==> src/verilog/switch_ctl_pkg.sv <==
// Purpose: shared constants and types for the switch control register
// Assumes: 32-bit register word, byte addressed, 4 KB register space
// Notes: field positions and reset values live here only

package switch_ctl_pkg;

	// register map
	localparam logic [11:0] SWITCH_CONTROL_OFFSET = 12'h000;
	localparam int ADDR_W = 12;
	localparam int DATA_W = 32;
	localparam int BE_W = 4;

	// field positions inside switch_control
	localparam int RESET_HALT_HOLD_BIT = 2;
	localparam int WRITE_LOCK_RELEASE_BIT = 3;
	localparam int PWR_BUDGET_UNLOCK_BIT = 4;
	localparam int DEVNUM_CHECK_LO = 9;
	localparam int DEVNUM_CHECK_HI = 10;
	localparam int BCAST_DROP_BIT = 19;

	// byte lane that carries each field
	localparam int LANE_LOW_FIELDS = 0;
	localparam int LANE_DEVNUM_CHECK = 1;
	localparam int LANE_BCAST_DROP = 2;

	// reset values
	localparam logic RESET_HALT_HOLD_RST = 1'b0;
	localparam logic WRITE_LOCK_RELEASE_RST = 1'b0;
	localparam logic PWR_BUDGET_UNLOCK_RST = 1'b0;
	localparam logic [1:0] DEVNUM_CHECK_RST = 2'h0;
	localparam logic BCAST_DROP_RST = 1'b0;

	// check level encodings
	localparam logic [1:0] DEVNUM_CHECK_ALL = 2'h0;
	localparam logic [1:0] DEVNUM_CHECK_CFG = 2'h1;
	localparam logic [1:0] DEVNUM_CHECK_NONE = 2'h2;
	localparam logic [1:0] DEVNUM_CHECK_RSVD = 2'h3;

	localparam int DEV_NUM_W = 5;
	localparam logic [4:0] DEV_NUM_ZERO = 5'h00;

	// fundamental reset sequence
	typedef enum logic [1:0] {
		SEQ_SAMPLE = 2'b00,
		SEQ_LOAD = 2'b01,
		SEQ_HALT = 2'b10,
		SEQ_RUN = 2'b11
	} seq_state_t;

endpackage

==> src/verilog/forward_policy_if.sv <==
// Purpose: carries forwarding policy from the register to the filter
// Assumes: single clock domain
// Notes: ctrl drives, filt only reads

`timescale 1ns/10ps

interface forward_policy_if;
	import switch_ctl_pkg::*;

	logic [1:0] devnum_check_level;
	logic bcast_drop;
	logic run;

	modport ctrl (output devnum_check_level, output bcast_drop, output run);
	modport filt (input devnum_check_level, input bcast_drop, input run);
endinterface

==> src/verilog/tlp_policy_filter.sv <==
// Purpose: per-TLP forwarding verdict from the switch control policy
// Assumes: one descriptor per clock, qualified by valid
// Notes: verdicts are registered, one cycle after the descriptor

`timescale 1ns/10ps

module tlp_policy_filter (
	input wire logic clk,
	input wire logic arst_n,
	forward_policy_if.filt policy,
	input wire logic tlp_valid,
	input wire logic ds_egress,
	input wire logic us_ingress,
	input wire logic id_routed,
	input wire logic cfg_request,
	input wire logic link_bus_hit,
	input wire logic [4:0] dev_num,
	input wire logic vdm_bcast_type1,
	output logic tlp_forward,
	output logic tlp_block,
	output logic tlp_discard,
	output logic credit_return
);
	import switch_ctl_pkg::*;

	logic devnum_hit;
	logic block_now;
	logic discard_now;
	logic next_forward;
	logic next_block;
	logic next_discard;
	logic next_credit;

	// verdict for the current descriptor
	always_comb begin
		devnum_hit = tlp_valid && ds_egress && id_routed && link_bus_hit &&
			(dev_num != DEV_NUM_ZERO);
		unique case (policy.devnum_check_level)
			DEVNUM_CHECK_ALL: block_now = devnum_hit;
			DEVNUM_CHECK_CFG: block_now = devnum_hit && cfg_request;
			DEVNUM_CHECK_NONE: block_now = 1'b0;
			DEVNUM_CHECK_RSVD: block_now = 1'b0; // never stored
		endcase
		discard_now = tlp_valid && us_ingress && vdm_bcast_type1 &&
			policy.bcast_drop;
		// nothing moves while the switch sits in quasi-reset
		next_forward = tlp_valid && policy.run && !block_now && !discard_now;
		next_block = policy.run && block_now;
		next_discard = policy.run && discard_now;
		// a silent drop hands credits back and raises no error
		next_credit = policy.run && discard_now;
	end

	always_ff @(posedge clk or negedge arst_n) begin
		if (!arst_n) begin
			tlp_forward <= 1'b0;
			tlp_block <= 1'b0;
			tlp_discard <= 1'b0;
			credit_return <= 1'b0;
		end else begin
			tlp_forward <= next_forward;
			tlp_block <= next_block;
			tlp_discard <= next_discard;
			credit_return <= next_credit;
		end
	end
endmodule

==> src/verilog/switch_global_control_register.sv <==
// Purpose: switch-wide control register and its reset sequencing
// Assumes: ARST_N_IN is the switch fundamental reset
// Notes: one-cycle register strobes, answer one cycle later

`timescale 1ns/10ps

// How it works
// - halt bit holds switch in quasi-reset
// - quasi-reset still accepts slave SMBus writes
// - halt bit writable only during reset sequence
// - halt bit loads from boot vector strap
// - lock release gates all unlocked-write fields
// - lock release resets zero, sequence sets it
// - budget unlock makes budget values writable
// - budget unlock writable only when released
// - level zero blocks nonzero device ID TLPs
// - level one blocks only config requests
// - level two blocks no TLP by device number
// - drop bit discards upstream vendor broadcasts
// - discard returns credits, sets no errors
// - boot vector sampled on the first edge after fundamental reset
module switch_global_control_register (
	input wire logic REF_CLK_IN,
	input wire logic ARST_N_IN,
	// boot configuration vector and loader
	input wire logic BCV_RESET_HALT_IN,
	input wire logic EEPROM_DONE_IN,
	// register access port
	input wire logic REG_WR_IN,
	input wire logic REG_RD_IN,
	input wire logic REG_SMBUS_IN,
	input wire logic [switch_ctl_pkg::ADDR_W-1:0] REG_ADDR_IN,
	input wire logic [switch_ctl_pkg::BE_W-1:0] REG_BE_IN,
	input wire logic [switch_ctl_pkg::DATA_W-1:0] REG_WDATA_IN,
	output logic [switch_ctl_pkg::DATA_W-1:0] REG_RDATA_OUT,
	output logic REG_ACK_OUT,
	output logic REG_ERR_OUT,
	// control levels to the rest of the switch
	output logic QUASI_RESET_OUT,
	output logic WRITE_LOCK_RELEASE_OUT,
	output logic PWR_BUDGET_WRITABLE_OUT,
	output logic [1:0] DEVNUM_CHECK_LEVEL_OUT,
	output logic BCAST_DROP_OUT,
	// TLP descriptor
	input wire logic TLP_VALID_IN,
	input wire logic TLP_DS_EGRESS_IN,
	input wire logic TLP_US_INGRESS_IN,
	input wire logic TLP_ID_ROUTED_IN,
	input wire logic TLP_CFG_REQ_IN,
	input wire logic TLP_LINK_BUS_HIT_IN,
	input wire logic [switch_ctl_pkg::DEV_NUM_W-1:0] TLP_DEV_NUM_IN,
	input wire logic TLP_VDM_BCAST_T1_IN,
	// TLP verdict
	output logic TLP_FORWARD_OUT,
	output logic TLP_BLOCK_OUT,
	output logic TLP_DISCARD_OUT,
	output logic CREDIT_RETURN_OUT
);
	import switch_ctl_pkg::*;

	// byte-lane merge of one bit
	function automatic logic lane_bit(
		input logic old_val,
		input logic [DATA_W-1:0] wdata,
		input logic [BE_W-1:0] be,
		input int pos,
		input int lane
	);
		lane_bit = be[lane] ? wdata[pos] : old_val;
	endfunction

	// read-back image of switch_control, reserved bits zero
	function automatic logic [DATA_W-1:0] ctrl_word(
		input logic halt,
		input logic unlock,
		input logic pbvu,
		input logic [1:0] level,
		input logic drop
	);
		logic [DATA_W-1:0] w;
		w = '0;
		w[RESET_HALT_HOLD_BIT] = halt;
		w[WRITE_LOCK_RELEASE_BIT] = unlock;
		w[PWR_BUDGET_UNLOCK_BIT] = pbvu;
		w[DEVNUM_CHECK_HI:DEVNUM_CHECK_LO] = level;
		w[BCAST_DROP_BIT] = drop;
		ctrl_word = w;
	endfunction

	// halt gating, quasi-reset and filter release share this decode
	function automatic logic seq_running(input seq_state_t s);
		seq_running = (s == SEQ_RUN);
	endfunction

	// reset sequence
	seq_state_t state;
	seq_state_t next_state;

	// switch_control fields
	logic reset_halt_hold;
	logic write_lock_release;
	logic power_budget_value_unlock;
	logic [1:0] downstream_devnum_check_level;
	logic broadcast_vendor_msg_drop;

	// their next values
	logic next_reset_halt_hold;
	logic next_write_lock_release;
	logic next_power_budget_value_unlock;
	logic [1:0] next_downstream_devnum_check_level;
	logic next_broadcast_vendor_msg_drop;

	// decode of the current request
	logic addr_hit;
	logic src_ok;
	logic wr_take;
	logic halt_wr_open;
	logic locked_wr_open;
	logic [1:0] level_wr;
	logic level_wr_ok;
	logic req_any;

	// next register answer
	logic [DATA_W-1:0] next_rdata;
	logic next_ack;
	logic next_err;

	// carrier to the forwarding filter
	forward_policy_if policy_bus ();

	// address decode and write acceptance
	always_comb begin
		addr_hit = (REG_ADDR_IN == SWITCH_CONTROL_OFFSET);
		// while halted only slave SMBus writes are taken
		src_ok = (state != SEQ_HALT) || REG_SMBUS_IN;
		wr_take = REG_WR_IN && addr_hit && src_ok;
		// halt bit frozen once normal operation runs
		halt_wr_open = !seq_running(state);
		// unlocked-write fields see the lock before this write
		locked_wr_open = write_lock_release;
		level_wr = REG_WDATA_IN[DEVNUM_CHECK_HI:DEVNUM_CHECK_LO];
		// encoding three is reserved and never stored
		level_wr_ok = (level_wr != DEVNUM_CHECK_RSVD);
	end

	// field updates: software writes, then the sequence start
	always_comb begin
		next_reset_halt_hold = reset_halt_hold;
		next_write_lock_release = write_lock_release;
		next_power_budget_value_unlock = power_budget_value_unlock;
		next_downstream_devnum_check_level = downstream_devnum_check_level;
		next_broadcast_vendor_msg_drop = broadcast_vendor_msg_drop;

		// software writes first, so the sequence below may override
		if (wr_take) begin
			// halt bit only moves before normal operation
			if (halt_wr_open) begin
				next_reset_halt_hold = lane_bit(reset_halt_hold,
					REG_WDATA_IN, REG_BE_IN, RESET_HALT_HOLD_BIT,
					LANE_LOW_FIELDS);
			end
			// lock release itself is plain read-write
			next_write_lock_release = lane_bit(write_lock_release,
				REG_WDATA_IN, REG_BE_IN, WRITE_LOCK_RELEASE_BIT,
				LANE_LOW_FIELDS);
			// unlocked-write field sees the old lock value
			if (locked_wr_open) begin
				next_power_budget_value_unlock = lane_bit(
					power_budget_value_unlock, REG_WDATA_IN, REG_BE_IN,
					PWR_BUDGET_UNLOCK_BIT, LANE_LOW_FIELDS);
			end
			// encoding three is reserved, keep the old level
			if (REG_BE_IN[LANE_DEVNUM_CHECK] && level_wr_ok) begin
				next_downstream_devnum_check_level = level_wr;
			end
			// drop bit sits alone in lane two
			next_broadcast_vendor_msg_drop = lane_bit(
				broadcast_vendor_msg_drop, REG_WDATA_IN, REG_BE_IN,
				BCAST_DROP_BIT, LANE_BCAST_DROP);
		end

		// the first edge after reset release opens the sequence
		if (state == SEQ_SAMPLE) begin
			// strap caught on the first edge after release
			next_reset_halt_hold = BCV_RESET_HALT_IN;
			// open the lock so the loader can reach locked fields
			next_write_lock_release = 1'b1;
		end
	end

	// sequence: sample, wait for the loader, then halt or run
	always_comb begin
		next_state = state;
		unique case (state)
			SEQ_SAMPLE: begin
				next_state = SEQ_LOAD;
			end
			SEQ_LOAD: begin
				// the halt bit as the loader left it picks the way
				if (EEPROM_DONE_IN) begin
					next_state = next_reset_halt_hold ? SEQ_HALT : SEQ_RUN;
				end
			end
			SEQ_HALT: begin
				// clearing the halt bit releases the switch
				if (!next_reset_halt_hold) begin
					next_state = SEQ_RUN;
				end
			end
			SEQ_RUN: begin
				// only a fundamental reset leaves normal operation
				next_state = SEQ_RUN;
			end
		endcase
	end

	// register answer: one cycle after the strobe
	always_comb begin
		// write and read together still earn a single answer
		req_any = REG_WR_IN || REG_RD_IN;
		next_ack = req_any;
		next_err = req_any && !addr_hit;
		next_rdata = '0;
		// a read shows the value from before a same-cycle write
		if (REG_RD_IN && addr_hit) begin
			next_rdata = ctrl_word(reset_halt_hold, write_lock_release,
				power_budget_value_unlock, downstream_devnum_check_level,
				broadcast_vendor_msg_drop);
		end
	end

	// sequence state; only a fundamental reset restarts it
	always_ff @(posedge REF_CLK_IN or negedge ARST_N_IN) begin
		if (!ARST_N_IN) begin
			state <= SEQ_SAMPLE;
		end else begin
			state <= next_state;
		end
	end

	// control fields clear only on fundamental reset
	always_ff @(posedge REF_CLK_IN or negedge ARST_N_IN) begin
		if (!ARST_N_IN) begin
			reset_halt_hold <= RESET_HALT_HOLD_RST;
			write_lock_release <= WRITE_LOCK_RELEASE_RST;
			power_budget_value_unlock <= PWR_BUDGET_UNLOCK_RST;
			downstream_devnum_check_level <= DEVNUM_CHECK_RST;
			broadcast_vendor_msg_drop <= BCAST_DROP_RST;
		end else begin
			reset_halt_hold <= next_reset_halt_hold;
			write_lock_release <= next_write_lock_release;
			power_budget_value_unlock <= next_power_budget_value_unlock;
			downstream_devnum_check_level <=
				next_downstream_devnum_check_level;
			broadcast_vendor_msg_drop <= next_broadcast_vendor_msg_drop;
		end
	end

	// answer registers
	always_ff @(posedge REF_CLK_IN or negedge ARST_N_IN) begin
		if (!ARST_N_IN) begin
			REG_RDATA_OUT <= '0;
			REG_ACK_OUT <= 1'b0;
			REG_ERR_OUT <= 1'b0;
		end else begin
			REG_RDATA_OUT <= next_rdata;
			REG_ACK_OUT <= next_ack;
			REG_ERR_OUT <= next_err;
		end
	end

	// levels straight from the field flops, quasi-reset from the sequence state
	always_comb begin
		// everything but the SMBus sits in quasi-reset until run
		QUASI_RESET_OUT = !seq_running(state);
		WRITE_LOCK_RELEASE_OUT = write_lock_release;
		PWR_BUDGET_WRITABLE_OUT = power_budget_value_unlock;
		DEVNUM_CHECK_LEVEL_OUT = downstream_devnum_check_level;
		BCAST_DROP_OUT = broadcast_vendor_msg_drop;
	end

	// policy to the forwarding filter
	assign policy_bus.devnum_check_level = downstream_devnum_check_level;
	assign policy_bus.bcast_drop = broadcast_vendor_msg_drop;
	assign policy_bus.run = seq_running(state);

	tlp_policy_filter filter_u (
		.clk(REF_CLK_IN),
		.arst_n(ARST_N_IN),
		.policy(policy_bus.filt),
		.tlp_valid(TLP_VALID_IN),
		.ds_egress(TLP_DS_EGRESS_IN),
		.us_ingress(TLP_US_INGRESS_IN),
		.id_routed(TLP_ID_ROUTED_IN),
		.cfg_request(TLP_CFG_REQ_IN),
		.link_bus_hit(TLP_LINK_BUS_HIT_IN),
		.dev_num(TLP_DEV_NUM_IN),
		.vdm_bcast_type1(TLP_VDM_BCAST_T1_IN),
		.tlp_forward(TLP_FORWARD_OUT),
		.tlp_block(TLP_BLOCK_OUT),
		.tlp_discard(TLP_DISCARD_OUT),
		.credit_return(CREDIT_RETURN_OUT)
	);
endmodule

==> config.mk <==
export PLATFORM = sky130hd
export DESIGN_NAME = switch_global_control_register
export DESIGN_NICKNAME = d
export VERILOG_FILES = /design/src/verilog/switch_ctl_pkg.sv /design/src/verilog/forward_policy_if.sv /design/src/verilog/tlp_policy_filter.sv /design/src/verilog/switch_global_control_register.sv
export SDC_FILE = /design/constraint.sdc
export NUM_CORES = 1
export LEC_CHECK = 0
export ABC_AREA = 1
export BUFFER_PORTS_ARGS = -buffer_cell sky130_fd_sc_hd__buf_2
export CORE_MARGIN = 5
export CORE_UTILIZATION = 35
export CTS_CLUSTER_SIZE = 10
export DETAILED_ROUTE_END_ITERATION = 16
export HOLD_SLACK_MARGIN = 0.05
export PLACE_DENSITY_LB_ADDON = 0.1
export SYNTH_ARGS = -nofsm -noshare
export SYNTH_HDL_FRONTEND = slang
export SYNTH_SLANG_ARGS = --single-unit
==> constraint.sdc <==
create_clock -name REF_CLK_IN -period 1.7 [get_ports REF_CLK_IN]
set_clock_uncertainty 0.2 [all_clocks]
set_input_delay 0.255 -clock REF_CLK_IN [delete_from_list [all_inputs] [get_ports REF_CLK_IN]]
set_output_delay 0.255 -clock REF_CLK_IN [all_outputs]
set_load 0.01 [all_outputs]
==> results.sh, run 1 <==
export IMPL_cts_buffers=3
export IMPL_dp_hpwl_mm=2.16
export IMPL_post_cts_setup_buffers=0
export IMPL_antenna_left=0
export IMPL_maxCapViolCount=0
export IMPL_clock_sinks=19
export IMPL_dr_pass1_iters=4
export IMPL_finalHoldViolCount=0
export IMPL_vias=1043
export IMPL_yosysWarnings=0
export IMPL_cts_root_buf="clkbuf_4"
export IMPL_arrival_ns=1.69
export IMPL_post_drt_wl_per_cell_um=10.4
export IMPL_critical_path_class="input port to flop"
export IMPL_area_growth_synth_to_final_pct=33.1
export IMPL_fin_tns_setup_ns=0
export IMPL_mostFrequentLayoutCells="buf_2, conb_1, dfrtp_1, nand2_1"
export IMPL_avgSynthCellArea_um2=8.28
export IMPL_port_buffers=57
export IMPL_status="finished, final reports clean"
export IMPL_grt_total_usage=0.111
export IMPL_diodes=0
export IMPL_peakVddDrop_mv=0.191
export IMPL_critPathLaunchType="input port"
export IMPL_clock_path_buffers=2
export IMPL_grt_pass1_wl_mm=3.83
export IMPL_r2r_start="BCAST_DROP_OUT$_DFFE_PN0P_"
export IMPL_yosysSeqAreaShare=0.410
export IMPL_finalCriticalPeriod_ns=1.65
export IMPL_synthCells=140
export IMPL_rsz0062_at_grt="no"
export IMPL_die_w_um=67.6
export IMPL_critPathLaunch="TLP_VALID_IN"
export IMPL_fp_dieArea_um2=4570
export IMPL_worstSkewPairLatency_ns=0.30
export IMPL_endpoint_kind="flop"
export IMPL_ios=111
export IMPL_finish_net_count=279
export IMPL_slew_violations=0
export IMPL_grt_pass1_vias=934
export IMPL_initial_core_util=0.353
export IMPL_synth_seq_cells=19
export IMPL_finalWirelength_mm=2.66
export IMPL_drcViolationCount=0
export IMPL_clkSlewWorstSetupHoldPaths_ns=0.11
export IMPL_instances_no_fill=257
export IMPL_htreeDepth=1
export IMPL_required_ns=1.74
export IMPL_max_freq_mhz=605
export IMPL_antenna_found_initial=0
export IMPL_p_leak_nw=0.921
export IMPL_synth_cell_types=22
export IMPL_syn_area_um2=1160
export IMPL_hold_path_startpoint="REG_WDATA_IN[19]"
export IMPL_die_h_um=67.6
export IMPL_cp_max_fo=2
export IMPL_grt_max_degree=20
export IMPL_dp_cells=240
export IMPL_cts_tree="yes"
export IMPL_finalCritPeriodShare=0.973
export IMPL_hold_class="input port to flop"
export IMPL_first_iter_violations=32
export IMPL_gr_total_overflow=0
export IMPL_setup_viol=0
export IMPL_p_per_area_nw_per_um2=541
export IMPL_hold_depth=5
export IMPL_place_congestion=0.740
export IMPL_vias_per_cell=4.06
export IMPL_core_area_um2=3280
export IMPL_worstRegToRegCells=3
export IMPL_final_common_cell="buf_2"
export IMPL_drive_above_1_share=0.355
export IMPL_finalPower_mw=0.836
export IMPL_row_count=21
==> path summary, 6_finish.rpt <==
path	end	slack (ns)
max in group asynchronous	REG_RDATA_OUT[4]$_DFF_PN0_	0.78
setup / recovery	filter_u.tlp_discard$_DFF_PN0_	0.05
hold / removal	BCAST_DROP_OUT$_DFFE_PN0P_	0.06
hold reg to reg	REG_RDATA_OUT[4]$_DFF_PN0_	0.33
setup reg to reg	filter_u.tlp_discard$_DFF_PN0_	0.26
min in group asynchronous	REG_RDATA_OUT[3]$_DFF_PN0_	0.21
==> worst max-delay path, stage by stage <==
cell and delay (ns):
dlygate4sd3_1 0.55, buf_2 0.13, nand4_1 0.10, dlygate4sd3_1 0.58, nor2_1 0.08
==> layer usage <==
layer | wire [µm] | GRT usage
met5 | 0 | 0
met4 | 19 | 0.0532
met3 | 212 | 0.0216
met2 | 1370 | 0.185
met1 | 1060 | 0.137
==> sequential cells by signal, summed over array words and instances (netlist names) <==
register                 cells
REG_RDATA_OUT                6
DEVNUM_CHECK_LEVEL_OUT       2
state                        2
BCAST_DROP_OUT               1
PWR_BUDGET_WRITABLE_OUT      1
REG_ACK_OUT                  1
REG_ERR_OUT                  1
WRITE_LOCK_RELEASE_OUT       1
filter_u.tlp_block           1
filter_u.tlp_discard         1
filter_u.tlp_forward         1
reset_halt_hold              1
==> layout make-up <==
cell class	count	area [µm²]
clock buffers	3	22.5
clock inverters	1	5.00
fillers	321	1740
inverters	19	71.3
multi-input cells	99	497
flip-flops and latches	19	475
well taps	46	57.6
repair buffers	70	415
==> stage by stage <==
step | utilization | worst slack [ns] | hold slack, ns | area, µm²
after CTS | 0.470 | 0.0922 | 0.0523 | 1540
after detailed placement | 0.422 | 0.159 | 0.0266 | 1390
after floorplan | - | 0.386 | -0.241 | 1250
after global routing | 0.470 | 0.0302 | 0.0651 | 1540
final | 0.470 | 0.0458 | 0.0598 | 1540
after global placement | 0.422 | 0.178 | 0.0148 | 1390
==> synthesized netlist by cell type <==
cell | count | area (µm²)
nor2_8 | 1 | 20.0
and2_1 | 1 | 6.26
nand3b_2 | 1 | 11.3
nor2_1 | 17 | 63.8
o21bai_1 | 3 | 22.5
and3_1 | 2 | 12.5
nand2_4 | 1 | 11.3
a21oi_1 | 1 | 5.00
conb_1 | 1 | 3.75
nand3_1 | 10 | 50.1
nand4_2 | 1 | 12.5
nor2_4 | 1 | 11.3
nand4_1 | 5 | 31.3
nor3_1 | 3 | 15.0
inv_2 | 2 | 7.51
nand2_1 | 19 | 71.3
dfrtp_1 | 19 | 475
inv_1 | 17 | 63.8
nand2_2 | 3 | 18.8
buf_4 | 28 | 210
nor2_2 | 3 | 18.8
nand3_4 | 1 | 17.5
==> cells by family after synthesis <==
kind of cell | Yosys count | share of synthesized area
other | 1 | 0.00323
and+or+nand+nor | 69 | 0.320
DFF | 19 | 0.410
buffers and inverters | 47 | 0.243
AOI/OAI and AO/OA | 4 | 0.0237
==> what timing repair did <==
item                      CTS  global route
hold endpoints to repair   29             0
hold buffers               13             0
gates resized for setup     0             0
==> report_power, final <==
part / total [mW] / internal, mW / switching [mW]
logic: 0.146 / 0.0652 / 0.0808
registers: 0.459 / 0.457 / 0.00142
clock network: 0.231 / 0.0876 / 0.144
total: 0.836 / 0.610 / 0.226
Power figures use the tool's default switching activity.
==> run 2, diff against run 1 <==
ABC_AREA = not set   (was 1)
CORE_UTILIZATION = 34   (was 35)
==> results.sh, run 2 <==
export IMPL_post_cts_setup_buffers=0
export IMPL_critical_path_class="input port to flop"
export IMPL_grt_total_usage=0.118
export IMPL_setup_viol=0
export IMPL_gr_total_overflow=0
export IMPL_row_count=20
export IMPL_ios=111
export IMPL_p_leak_nw=0.798
export IMPL_endpoint_kind="flop"
export IMPL_synth_largest_area_cell="dfrtp_1"
export IMPL_post_drt_wl_per_cell_um=12.1
export IMPL_area_growth_synth_to_final_pct=40.2
export IMPL_final_common_cell="buf_2"
export IMPL_mostFrequentLayoutCells="buf_2, conb_1, dfrtp_1"
export IMPL_ys_flop_type="dfrtp_1"
export IMPL_critPathLaunchType="input port"
export IMPL_cts_tree="yes"
export IMPL_synthCells=98
export IMPL_yosysWarnings=0
export IMPL_cts_resized=0
export IMPL_cp_max_fo=6
export IMPL_grt_max_degree=20
export IMPL_synth_cell_types=32
export IMPL_first_iter_violations=19
export IMPL_multi_input_area_um2=430
export IMPL_regMostFlops="REG_RDATA_OUT"
export IMPL_drcViolationCount=0
export IMPL_synth_seq_cells=19
export IMPL_antenna_left=0
export IMPL_hold_class="input port to flop"
export IMPL_fillers=301
export IMPL_cts_root_buf="clkbuf_4"
export IMPL_htreeDepth=1
export IMPL_yosysSeqAreaShare=0.462
export IMPL_max_freq_mhz=629
export IMPL_diodes=0
export IMPL_peakVddDrop_mv=0.211
export IMPL_finish_net_count=243
export IMPL_async_flop_share=1.00
export IMPL_vias_per_cell=4.39
export IMPL_synth_top_cell_area_share=0.462
export IMPL_finalCriticalPeriod_ns=1.59
export IMPL_arrival_ns=1.57
export IMPL_finalCritPeriodShare=0.935
export IMPL_core_area_um2=2980
export IMPL_initial_core_util=0.346
export IMPL_maxCapViolCount=0
export IMPL_place_congestion=0.728
export IMPL_yosys_top_cells_area="dfrtp_1, buf_4, and3_2"
export IMPL_synth_most_common_cell="buf_4"
export IMPL_slew_violations=0
export IMPL_avgSynthCellArea_um2=10.5
export IMPL_syn_area_um2=1030
export IMPL_place_ws_ns=-0.0213
export IMPL_synth_commonest_cells="buf_4, dfrtp_1, and3_2"
export IMPL_dp_hpwl_mm=1.99
export IMPL_required_ns=1.68
export IMPL_cts_buffers=3
export IMPL_holdWs_ns=0.0641
export IMPL_p_per_area_nw_per_um2=563
export IMPL_antenna_found_initial=0
export IMPL_fin_util=0.485
export IMPL_clkSlewWorstSetupHoldPaths_ns=0.11
export IMPL_rsz0062_at_grt="no"
export IMPL_clock_path_buffers=2
export IMPL_finalWirelength_mm=2.51
export IMPL_hold_buffers=14
export IMPL_clock_sinks=19
export IMPL_drive_above_1_share=0.446
export IMPL_status="finished, final reports clean"
export IMPL_grt_pass1_vias=962
export IMPL_largest_reg_flops=6
export IMPL_dr_pass1_iters=4
export IMPL_die_w_um=65.0
export IMPL_grt_pass1_wl_mm=3.87
export IMPL_ff_latch_area_um2=475
export IMPL_synth_edf_count=0
export IMPL_fp_dieArea_um2=4230
export IMPL_die_h_um=65.0
export IMPL_finalHoldViolCount=0
export IMPL_finalPower_mw=0.814
export IMPL_port_buffers=57
export IMPL_worstSkewPairLatency_ns=0.29
export IMPL_vias=913
export IMPL_worst_slack_ns=0.111
run 2: path summary, 6_finish.rpt:
check | start | endpoint | slack [ns] | cells past startpoint
setup / recovery | REG_WR_IN | state[0]$_DFFE_PN0P_ | 0.11 | 5
max in group asynchronous | ARST_N_IN | PWR_BUDGET_WRITABLE_OUT$_DFFE_PN0P_ | 0.78 | 2
setup reg to reg | state[1]$_DFFE_PN0P_ | state[0]$_DFFE_PN0P_ | 0.14 | 4
hold / removal | REG_BE_IN[0] | WRITE_LOCK_RELEASE_OUT$_DFFE_PN0P_ | 0.06 | 3
min in group asynchronous | ARST_N_IN | REG_RDATA_OUT[10]$_DFF_PN0_ | 0.22 | 2
hold reg to reg | PWR_BUDGET_WRITABLE_OUT$_DFFE_PN0P_ | PWR_BUDGET_WRITABLE_OUT$_DFFE_PN0P_ | 0.33 | 1
run 2: routing by layer:
layer  vias up  share of wire  global-route usage
met2        52           0.51               0.222
met4         0          0.011              0.0622
li1        446              -                   -
met5         -              0                   0
met3         2          0.098              0.0225
met1       413           0.38               0.122
run 2: cell type report:
| cell class | count | share of cell area |
|---|---|---|
| inverters | 1 | 0.00260 |
| clock buffers | 3 | 0.0156 |
| well taps | 33 | 0.0286 |
| repair buffers | 76 | 0.322 |
| multi-input cells | 75 | 0.298 |
| flip-flops and latches | 19 | 0.329 |
| clock inverters | 1 | 0.00347 |
run 2: critical path: stages:
cell and delay, ns:
dlygate4sd3_1 0.52, buf_2 0.12, o21a_2 0.20, a21oi_1 0.10, or3_1 0.37
run 2: cells by family after synthesis:
logic type,after synthesis,synth area share
AO/OA/AOI/OAI,10,0.0620
AND/OR/NAND/NOR,36,0.226
buffers and inverters,29,0.211
flip-flops,19,0.462
multiplexers,3,0.0352
other,1,0.00364
run 2: metrics by stage:
| step | std cells | setup TNS [ns] | cell area [µm²] |
|---|---|---|---|
| global placement | 189 | -0.00897 | 1270 |
| finish | 208 | 0 | 1440 |
| CTS | 207 | 0 | 1430 |
| floorplan | 123 | 0 | 1120 |
| global route | 208 | 0 | 1440 |
| detailed placement | 189 | -0.0213 | 1270 |
run 2: power by group:
group,internal [mW],switching (mW)
registers,0.456,0.00111
clock network,0.0874,0.137
logic,0.0638,0.0679
